<file path="src/pesc_pkg.sv">
// Functional notes
// - Chip select rising after suspend opcode halts the running operation within latency.
// - Suspend sets one flag: buffer-one program, buffer-two program, or erase.
// - Once suspended the ready flag reports ready.
// - Suspend covers one 128KB sector; other sectors remain usable.
// - Erase suspend accepts reads and programs to other sectors.
// - Host must not read a suspended sector; such reads give undefined data.
// - Continuous read in a suspended sector outputs undefined data until leaving it.
// - Program aimed at the erase-suspended sector is aborted.
// - Program started during erase suspend may itself be suspended; both flags set.
// - Reset during sector erase suspend aborts it; whole sector undefined.
// - Reset during page-level suspend aborts it; only that page undefined.
// - Array and buffer reads are accepted in every suspend state.
// - Write, load or compare on the suspended program's buffer is rejected.
// - Buffer compare refused on suspended program's buffer, allowed otherwise.
// - Buffer-to-memory program without erase allowed only in erase suspend.
// - Program through buffer one without erase allowed only in erase suspend.
// - Every erase-containing command is rejected in any suspend state.
// - Protection and security changing commands are rejected in any suspend state.
// - Protection, lockdown and security register reads are accepted while suspended.
// - Status register reads stay serviced while suspended.
// - Resume opcode D0h restarts within latency, clears flag, reports busy.
// - With both suspended, first resume restarts program, second restarts erase.
// - Power-down entry and exit commands are refused while suspended.
// - Suspend is ignored while a resumed operation is still restarting.
package pesc_pkg;

    localparam logic [7:0] OPC_SUSPEND = 8'hB0;
    localparam logic [7:0] OPC_RESUME  = 8'hD0;

    localparam int CLK_MHZ            = 40;
    localparam int SUSPEND_LATENCY_US = 60;
    localparam int RESUME_LATENCY_US  = 60;
    // Longest times: whole cycles rounded down
    localparam int SUSPEND_CYC        = SUSPEND_LATENCY_US * CLK_MHZ;
    localparam int RESUME_CYC         = RESUME_LATENCY_US * CLK_MHZ;

    localparam int SECTOR_W = 4;
    localparam int PAGE_W   = 12;
    localparam int CNT_W    = 12;

    typedef enum logic [2:0] {
        OP_PROG_B1,
        OP_PROG_B2,
        OP_ERASE_PAGE,
        OP_ERASE_BLOCK,
        OP_ERASE_SECTOR
    } pesc_op_e;

    typedef enum logic [4:0] {
        CMD_READ_ARRAY, CMD_READ_BUF1, CMD_READ_BUF2, CMD_STATUS_READ,
        CMD_INFO_READ, CMD_PROT_READ, CMD_BUF1_WRITE, CMD_BUF2_WRITE,
        CMD_B1_PROG_ERASE, CMD_B2_PROG_ERASE, CMD_B1_PROG_NOERASE,
        CMD_B2_PROG_NOERASE, CMD_THRU_B1_ERASE, CMD_THRU_B2_ERASE,
        CMD_THRU_B1_NOERASE, CMD_AUTO_REWRITE, CMD_PAGE_ERASE, CMD_BLOCK_ERASE,
        CMD_SECTOR_ERASE, CMD_CHIP_ERASE, CMD_PROT_CHANGE, CMD_XFER_B1,
        CMD_XFER_B2, CMD_CMP_B1, CMD_CMP_B2, CMD_POWER_DOWN
    } pesc_cmd_e;

    typedef struct packed {
        pesc_op_e            kind;
        logic [SECTOR_W-1:0] sector;
        logic [PAGE_W-1:0]   page;
    } pesc_op_s;

    typedef struct packed {
        logic ready;
        logic es;
        logic ps2;
        logic ps1;
    } pesc_status_s;

    typedef struct packed {
        logic                whole_sector;
        logic [SECTOR_W-1:0] sector;
        logic [PAGE_W-1:0]   page;
    } pesc_lost_s;

endpackage

</file>
<file path="src/pesc_ctrl.sv">
`timescale 1ns/100ps
module pesc_ctrl
    import pesc_pkg::*;
#(
    parameter int SUSP_CYC = SUSPEND_CYC,
    parameter int RES_CYC  = RESUME_CYC
) (
    input  wire logic                i_core_clk,
    input  wire logic                i_rst_n,
    input  wire logic                i_spi_sck,
    input  wire logic                i_spi_cs_n,
    input  wire logic                i_spi_mosi,
    input  wire logic                i_reset_pin_n,
    input  wire logic                i_sw_reset,
    input  wire logic                i_op_start,
    input  wire pesc_op_s            i_op_desc,
    input  wire logic                i_op_done,
    input  wire logic                i_cmd_valid,
    input  wire pesc_cmd_e           i_cmd_class,
    input  wire logic [SECTOR_W-1:0] i_cmd_sector,
    input  wire logic [SECTOR_W-1:0] i_rd_sector,
    output logic                     o_cmd_accept,
    output logic                     o_cmd_reject,
    output logic                     o_prog_abort,
    output logic                     o_rd_undefined,
    output logic                     o_op_halt,
    output logic                     o_op_resume,
    output pesc_op_s                 o_resume_desc,
    output pesc_status_s             o_status,
    output logic                     o_lost_erase,
    output logic                     o_lost_prog,
    output pesc_lost_s               o_lost_erase_region,
    output pesc_lost_s               o_lost_prog_region
);
    if (SUSP_CYC < 1 || SUSP_CYC >= (1 << CNT_W) || RES_CYC < 1 || RES_CYC >= (1 << CNT_W)) begin
        $error("latency counts out of range");
    end

    //--------------------------------------------------------------
    // Pin sampling and opcode capture
    //--------------------------------------------------------------
    logic [3:0] pins;
    logic       sck;
    logic       cs_n;
    logic       mosi;
    logic       rst_pin_n;

    pesc_sync #(.W(4)) u_sync (
        .i_core_clk (i_core_clk),
        .i_rst_n    (i_rst_n),
        .i_async    ({i_spi_sck, i_spi_cs_n, i_spi_mosi, i_reset_pin_n}),
        .o_level    (pins)
    );
    assign {sck, cs_n, mosi, rst_pin_n} = pins;

    logic       sck_d, cs_d, rstp_d;
    logic [2:0] bit_cnt;
    logic [7:0] shift;
    logic       op_got;
    logic [7:0] opcode;
    logic       next_sck_d, next_cs_d, next_rstp_d;
    logic [2:0] next_bit_cnt;
    logic [7:0] next_shift;
    logic       next_op_got;
    logic [7:0] next_opcode;
    logic       cs_rise;
    logic       susp_req;
    logic       res_req;
    logic       hw_reset;

    always_comb begin
        next_sck_d   = sck;
        next_cs_d    = cs_n;
        next_rstp_d  = rst_pin_n;
        next_bit_cnt = bit_cnt;
        next_shift   = shift;
        next_op_got  = op_got;
        next_opcode  = opcode;
        if (cs_n) begin
            next_bit_cnt = 3'h0;
            next_op_got  = 1'b0;
        end else if (sck && !sck_d && !op_got) begin
            // Only the first byte matters; the rest are dropped
            next_shift   = {shift[6:0], mosi};
            next_bit_cnt = bit_cnt + 3'h1;
            if (bit_cnt == 3'h7) begin
                next_op_got = 1'b1;
                next_opcode = {shift[6:0], mosi};
            end
        end
    end

    always_ff @(posedge i_core_clk) begin
        if (!i_rst_n) begin
            sck_d   <= 1'b1;
            cs_d    <= 1'b1;
            rstp_d  <= 1'b1;
            bit_cnt <= 3'h0;
            shift   <= 8'h00;
            op_got  <= 1'b0;
            opcode  <= 8'h00;
        end else begin
            sck_d   <= next_sck_d;
            cs_d    <= next_cs_d;
            rstp_d  <= next_rstp_d;
            bit_cnt <= next_bit_cnt;
            shift   <= next_shift;
            op_got  <= next_op_got;
            opcode  <= next_opcode;
        end
    end

    assign cs_rise  = cs_n && !cs_d;
    assign susp_req = cs_rise && op_got && (opcode == OPC_SUSPEND);
    assign res_req  = cs_rise && op_got && (opcode == OPC_RESUME);
    assign hw_reset = !rst_pin_n && rstp_d;

    //--------------------------------------------------------------
    // Operation and suspend state
    //--------------------------------------------------------------
    typedef enum logic [1:0] {ST_IDLE, ST_RUN, ST_SUSPENDING, ST_RESUMING} pesc_state_e;

    pesc_state_e      state, next_state;
    logic [CNT_W-1:0] cnt, next_cnt;
    pesc_op_s         run, next_run;
    logic             es_held, next_es_held;
    pesc_op_s         es_op, next_es_op;
    logic             pg_held, next_pg_held;
    pesc_op_s         pg_op, next_pg_op;
    logic             halt_p, next_halt_p;
    logic             resume_p, next_resume_p;
    pesc_op_s         next_resume_desc;
    logic             lost_e, next_lost_e;
    logic             lost_p, next_lost_p;
    pesc_lost_s       next_lost_er, next_lost_pr;
    logic             rd_undef, next_rd_undef;
    logic             run_is_prog;

    assign run_is_prog = (run.kind == OP_PROG_B1) || (run.kind == OP_PROG_B2);

    always_comb begin
        next_state       = state;
        next_cnt         = cnt;
        next_run         = run;
        next_es_held     = es_held;
        next_es_op       = es_op;
        next_pg_held     = pg_held;
        next_pg_op       = pg_op;
        next_halt_p      = 1'b0;
        next_resume_p    = 1'b0;
        next_resume_desc = o_resume_desc;
        next_lost_e      = 1'b0;
        next_lost_p      = 1'b0;
        next_lost_er     = o_lost_erase_region;
        next_lost_pr     = o_lost_prog_region;
        unique case (state)
            ST_IDLE: begin
                if (i_op_start) begin
                    next_state = ST_RUN;
                    next_run   = i_op_desc;
                end else if (res_req && pg_held) begin
                    // Program resumes ahead of a held erase
                    next_state       = ST_RESUMING;
                    next_cnt         = CNT_W'(RES_CYC - 1);
                    next_run         = pg_op;
                    next_pg_held     = 1'b0;
                    next_resume_p    = 1'b1;
                    next_resume_desc = pg_op;
                end else if (res_req && es_held) begin
                    next_state       = ST_RESUMING;
                    next_cnt         = CNT_W'(RES_CYC - 1);
                    next_run         = es_op;
                    next_es_held     = 1'b0;
                    next_resume_p    = 1'b1;
                    next_resume_desc = es_op;
                end
            end
            ST_RUN: begin
                if (i_op_done) begin
                    next_state = ST_IDLE;
                end else if (susp_req && !(run_is_prog ? pg_held : es_held)) begin
                    next_state  = ST_SUSPENDING;
                    next_cnt    = CNT_W'(SUSP_CYC - 1);
                    next_halt_p = 1'b1;
                end
            end
            ST_SUSPENDING: begin
                if (i_op_done) begin
                    next_state = ST_IDLE;
                end else if (cnt == '0) begin
                    next_state = ST_IDLE;
                    if (run_is_prog) begin
                        next_pg_held = 1'b1;
                        next_pg_op   = run;
                    end else begin
                        next_es_held = 1'b1;
                        next_es_op   = run;
                    end
                end else begin
                    next_cnt = cnt - CNT_W'(1);
                end
            end
            ST_RESUMING: begin
                // Suspend requests fall through unheard here
                if (i_op_done) begin
                    next_state = ST_IDLE;
                end else if (cnt == '0) begin
                    next_state = ST_RUN;
                end else begin
                    next_cnt = cnt - CNT_W'(1);
                end
            end
        endcase
        if (i_sw_reset || hw_reset) begin
            if (es_held) begin
                next_lost_e  = 1'b1;
                next_lost_er = '{whole_sector: es_op.kind == OP_ERASE_SECTOR,
                                 sector: es_op.sector, page: es_op.page};
            end
            if (pg_held) begin
                next_lost_p  = 1'b1;
                next_lost_pr = '{whole_sector: 1'b0,
                                 sector: pg_op.sector, page: pg_op.page};
            end
            next_state   = ST_IDLE;
            next_es_held = 1'b0;
            next_pg_held = 1'b0;
        end
        next_rd_undef = (es_held && i_rd_sector == es_op.sector)
                     || (pg_held && i_rd_sector == pg_op.sector);
    end

    always_ff @(posedge i_core_clk) begin
        if (!i_rst_n) begin
            state               <= ST_IDLE;
            cnt                 <= '0;
            run                 <= '0;
            es_held             <= 1'b0;
            es_op               <= '0;
            pg_held             <= 1'b0;
            pg_op               <= '0;
            halt_p              <= 1'b0;
            resume_p            <= 1'b0;
            o_resume_desc       <= '0;
            lost_e              <= 1'b0;
            lost_p              <= 1'b0;
            o_lost_erase_region <= '0;
            o_lost_prog_region  <= '0;
            rd_undef            <= 1'b0;
        end else begin
            state               <= next_state;
            cnt                 <= next_cnt;
            run                 <= next_run;
            es_held             <= next_es_held;
            es_op               <= next_es_op;
            pg_held             <= next_pg_held;
            pg_op               <= next_pg_op;
            halt_p              <= next_halt_p;
            resume_p            <= next_resume_p;
            o_resume_desc       <= next_resume_desc;
            lost_e              <= next_lost_e;
            lost_p              <= next_lost_p;
            o_lost_erase_region <= next_lost_er;
            o_lost_prog_region  <= next_lost_pr;
            rd_undef            <= next_rd_undef;
        end
    end

    assign o_op_halt      = halt_p;
    assign o_op_resume    = resume_p;
    assign o_lost_erase   = lost_e;
    assign o_lost_prog    = lost_p;
    assign o_rd_undefined = rd_undef;
    assign o_status       = '{ready: state == ST_IDLE, es: es_held,
                              ps2: pg_held && pg_op.kind == OP_PROG_B2,
                              ps1: pg_held && pg_op.kind == OP_PROG_B1};

    //--------------------------------------------------------------
    // Command gating while suspended
    //--------------------------------------------------------------
    logic ps1, ps2, any_susp, allow, is_prog;

    assign ps1      = o_status.ps1;
    assign ps2      = o_status.ps2;
    assign any_susp = es_held || pg_held;

    always_comb begin
        allow   = 1'b1;
        is_prog = 1'b0;
        unique case (i_cmd_class)
            CMD_READ_ARRAY, CMD_READ_BUF1, CMD_READ_BUF2: allow = 1'b1;
            CMD_STATUS_READ, CMD_INFO_READ:                allow = 1'b1;
            CMD_PROT_READ:                                 allow = 1'b1;
            CMD_BUF1_WRITE, CMD_XFER_B1:                   allow = !ps1;
            CMD_BUF2_WRITE, CMD_XFER_B2:                   allow = !ps2;
            CMD_CMP_B1:                                    allow = !ps1;
            CMD_CMP_B2:                                    allow = !ps2;
            CMD_B1_PROG_NOERASE, CMD_B2_PROG_NOERASE: begin
                allow   = !pg_held;
                is_prog = 1'b1;
            end
            CMD_THRU_B1_NOERASE: begin
                allow   = !pg_held;
                is_prog = 1'b1;
            end
            CMD_B1_PROG_ERASE, CMD_B2_PROG_ERASE, CMD_THRU_B1_ERASE, CMD_THRU_B2_ERASE,
            CMD_AUTO_REWRITE, CMD_PAGE_ERASE, CMD_BLOCK_ERASE, CMD_SECTOR_ERASE,
            CMD_CHIP_ERASE:                                allow = !any_susp;
            CMD_PROT_CHANGE:                               allow = !any_susp;
            CMD_POWER_DOWN:                                allow = !any_susp;
        endcase
    end

    // Refusals touch no state; flags stay put
    assign o_prog_abort = i_cmd_valid && allow && is_prog && es_held
                       && (i_cmd_sector == es_op.sector);
    assign o_cmd_accept = i_cmd_valid && allow && !o_prog_abort;
    assign o_cmd_reject = i_cmd_valid && !allow;
endmodule

</file>
<file path="src/pesc_sync.sv">
`timescale 1ns/100ps
module pesc_sync #(
    parameter int W = 1
) (
    input  wire logic         i_core_clk,
    input  wire logic         i_rst_n,
    input  wire logic [W-1:0] i_async,
    output logic      [W-1:0] o_level
);
    logic [W-1:0] meta;
    logic [W-1:0] s2;
    logic [W-1:0] s3;
    logic [W-1:0] next_level;

    // Change accepted once second and third stages agree
    always_comb begin
        for (int b = 0; b < W; b++) begin
            next_level[b] = (s2[b] == s3[b]) ? s3[b] : o_level[b];
        end
    end

    always_ff @(posedge i_core_clk) begin
        if (!i_rst_n) begin
            meta    <= '1;
            s2      <= '1;
            s3      <= '1;
            o_level <= '1;
        end else begin
            meta    <= i_async;
            s2      <= meta;
            s3      <= s2;
            o_level <= next_level;
        end
    end
endmodule

</file>
<file path="config.mk">
export PLATFORM = sky130hd
export DESIGN_NAME = pesc_ctrl
export DESIGN_NICKNAME = d
export VERILOG_FILES = /design/src/pesc_pkg.sv /design/src/pesc_ctrl.sv /design/src/pesc_sync.sv
export SDC_FILE = /design/constraint.sdc
export NUM_CORES = 1
export LEC_CHECK = 0
export ABC_AREA = 1
export CAP_MARGIN = 20
export CORE_AREA = 2 2 114 227
export DETAILED_ROUTE_END_ITERATION = 10
export DIE_AREA = 0 0 116 229
export DONT_BUFFER_PORTS = 1
export HOLD_SLACK_MARGIN = 0.1
export SYNTH_ARGS = -nofsm -noshare
export SYNTH_HDL_FRONTEND = slang
export SYNTH_SLANG_ARGS = --single-unit
</file>
<file path="constraint.sdc">
create_clock -name i_core_clk -period 2.1 [get_ports i_core_clk]
set_input_delay 0.105 -clock i_core_clk [delete_from_list [all_inputs] [get_ports i_core_clk]]
set_output_delay 0.105 -clock i_core_clk [all_outputs]
set_load 0.02 [all_outputs]
</file>
==> flow_metrics.tcl <==
set metrics [dict create \
    p_per_area_mw_per_mm2 785 \
    drv_slew 0 \
    drc_errors 0 \
    r2r_cells 5 \
    synthFlopType "dfxtp_1" \
    ys_seq_area_share_pct 45.6 \
    cts_setup_buffers 0 \
    synth_cell_types 42 \
    cts_buffer_depth 2 \
    diodes 0 \
    highest_layer "met4" \
    antenna_found_initial 0 \
    synth_edf_count 0 \
    hold_class "primary input to register" \
    relSlewSlack_pct 62.4 \
    met3_length_um 1390 \
    dr.first_iter.drc_count 346 \
    cp.required_ns 2.00 \
    async_flop_share_pct 0 \
    yosys.area_share.simple_pct 23.6 \
    die-area_mm2 0.0266 \
    postLayoutSetupSlackWorst_ns 0.185 \
    synth_nets 1023 \
    cts.clk_slew.worst_paths_ns 0.06 \
    clk_latency_ns 0.42 \
    path_common_cell "inv_1" \
    syn_to_final_growth_pct 16.6 \
    dr.pass1.iters 5 \
    via_per_inst 4.78 \
    synthTopCellsByArea "dfxtp_1 46%, nand2_1 9.5%, a21oi_1 7.6%" \
    synth_top_area_share_pct 45.6 \
    hold_viol_final 0 \
    wl_met2_um 8860 \
    post-route-period-util_pct 91.2 \
    ant_nets 0 \
    gp_congestion 0.833 \
    io_buffers 0 \
    start_util_pct 29.7 \
    setup_tns_ns 0 \
    wl_um 19000 \
    grt_use_total_pct 14.6 \
    synthCells 978 \
    std_cell_rows 82 \
    muxShareOfSynthArea_pct 0 \
    worst_pin_slew_ns 0.564 \
    outcome "completed" \
    core_mm2 0.0248 \
    slowest_delay_ns 0.33 \
    rsz0062_at_grt "false" \
    drt-wirelength-per-cell_um 14.2 \
    ios 107 \
    wl_met1_um 8390 \
    ir_drop_uv 576 \
    die_h_um 229 \
    endpoint_kind "output pin" \
    synth_xor_area_share_pct 0.594 \
    holdPathStages 5 \
    r2r_setup_slack_ns 0.20 \
    layout_min_cycle_time_ns 1.91 \
    h-tree-depth 4 \
    start_kind "register" \
    nets 1037 \
    cts.sinks 168 \
    cts_root_buffer "clkbuf_16" \
    grt_pass1_vias 5995 \
    arrival_ns 1.81 \
    max-cap-violations 0 \
    fill_cells 2670 \
    criticalPathCategory "register to output pin" \
    cp_slowest_cell "nor2_1" \
    cts_tree "yes" \
    syn_area_mm2 0.00737 \
    final_core_util_pct 34.6 \
    grt_max_degree 89 \
    synth_compound_gate_area_share_pct 20.8 \
    setup_viol 0 \
    hpwl_um 12700 \
    skew_ns 0.00712 \
    synth_top_family_by_area "simple AND/OR/NAND/NOR gates" \
    avgSynthCellArea_um2 7.53 \
    fmax_ghz 0.522 \
    p_leak_nw 3.27 \
    cts_inserted_buffers 17 \
    drive_above_1_share_pct 12.9 \
    grt_pass1_wl_um 30700 \
    ys_warn_count 0 \
    yosys.area_share.adder_pct 0.509 \
    synth_top_area_cell "dfxtp_1" \
    dp_slack_ns 0.212 \
    critPathMaxFanout 5 \
    overflow 0 \
    dieWidth_um 116 \
    num_vias 6400 \
    crit_chain "inv_1 -> o21ai_0 -> a211o_1 -> nor3_1 -> inv_1 -> nor2_1" \
    synth-seq-cells 168 \
]
[cell families (layout without fill, tap and decap cells)]
| logic type | after synthesis | count (layout) |
|---|---|---|
| AND/OR/NAND/NOR | 397 | 397 |
| AO/OA/AOI/OAI | 255 | 255 |
| flip-flops | 168 | 168 |
| buffers and inverters | 149 | 173 |
| XOR/XNOR | 5 | 5 |
| adder cells (fa/ha/maj) | 3 | 3 |
| other | 1 | 1 |
[final timing paths]
| path | end | from |
|---|---|---|
| setup reg to reg | o_rd_undefined | es_held |
| setup / recovery | o_prog_abort | es_op[14] |
| hold reg to reg | u_sync.s2[2] | u_sync.meta[2] |
| hold / removal | state[1] | i_op_done |
[cell type report]
class,instances,area [um2],share of cell area [%]
sequential,168,3370,39.2
multi-input combinational,661,3360,39.1
timing repair buffer,51,547,6.37
clock buffer,19,453,5.27
tap,336,420,4.89
inverter,93,350,4.08
clock inverter,10,96.3,1.12
[power by group]
group | switching, mW | internal (mW)
clock | 1.26 | 1.68
combinational | 0.329 | 0.196
sequential | 0.0403 | 3.24
[synthesized netlist by cell type, drive strengths merged, types with 3 or more instances]
library cell,number
or2,17
ha,3
a211oi,20
inv,90
nand3,40
xor2,3
buf,31
nand4,16
nor3,5
dfxtp,168
clkbuf,25
a21oi,116
nor2,127
o21ai,103
nand2,189
clkinv,3
o211ai,10
[cell usage in the layout, fill, tap and decap left out, drive strengths merged, types with 16 or more instances in the layout]
master,synthesis,final
dfxtp,168,168
inv,90,93
buf,31,20
dlygate4sd3,0,31
a21oi,116,116
nand3,40,40
clkbuf,25,19
a211oi,20,20
nand2,189,189
nand4,16,16
or2,17,17
nor2,127,127
o21ai,103,103
[critical path: cells and delay by family, from the launching register on]
family	cells	cell delay (ns)
and+or+nand+nor	2	0.54
AOI/OAI and AO/OA	2	0.32
buffers and inverters	2	0.22
DFF	1	0.32
[metal layers]
metal,vias up,GRT usage (%)
met5,-,0
met4,0,4.87
met3,22,4.00
met2,198,23.2
met1,2959,19.1
li1,3221,-
[sequential cells by signal (all words and copies together) (netlist names), 2 cells and up]
register	flops
es_op	19
o_resume_desc	19
pg_op	19
run	19
o_lost_erase_region	17
o_lost_prog_region	16
cnt	12
opcode	8
shift	7
u_sync.meta	4
u_sync.o_level	4
u_sync.s2	4
u_sync.s3	4
bit_cnt	3
state	2
[stage by stage]
stage | hold WS (ns) | instance area (um2) | power, mW | std cells
4_1_cts | 0.143 | 8580 | 6.82 | 1338
6_report | 0.167 | 8590 | 6.75 | 1338
3_3_place_gp | 0.185 | 7670 | 3.77 | 1276
2_1_floorplan | 0.212 | 7370 | 3.72 | 978
5_1_grt | 0.204 | 8590 | 7.04 | 1338
3_5_place_dp | 0.189 | 7670 | 3.78 | 1276
[repair_timing]
action | 4_1_cts | 5_1_grt
resized for setup | 2 | 2
endpoints found under the setup margin | 1 | 5
hold buffers | 33 | 0
pin swaps | 0 | 0
hold endpoints to repair | 106 | 0
(Power assumes the default switching activity.)
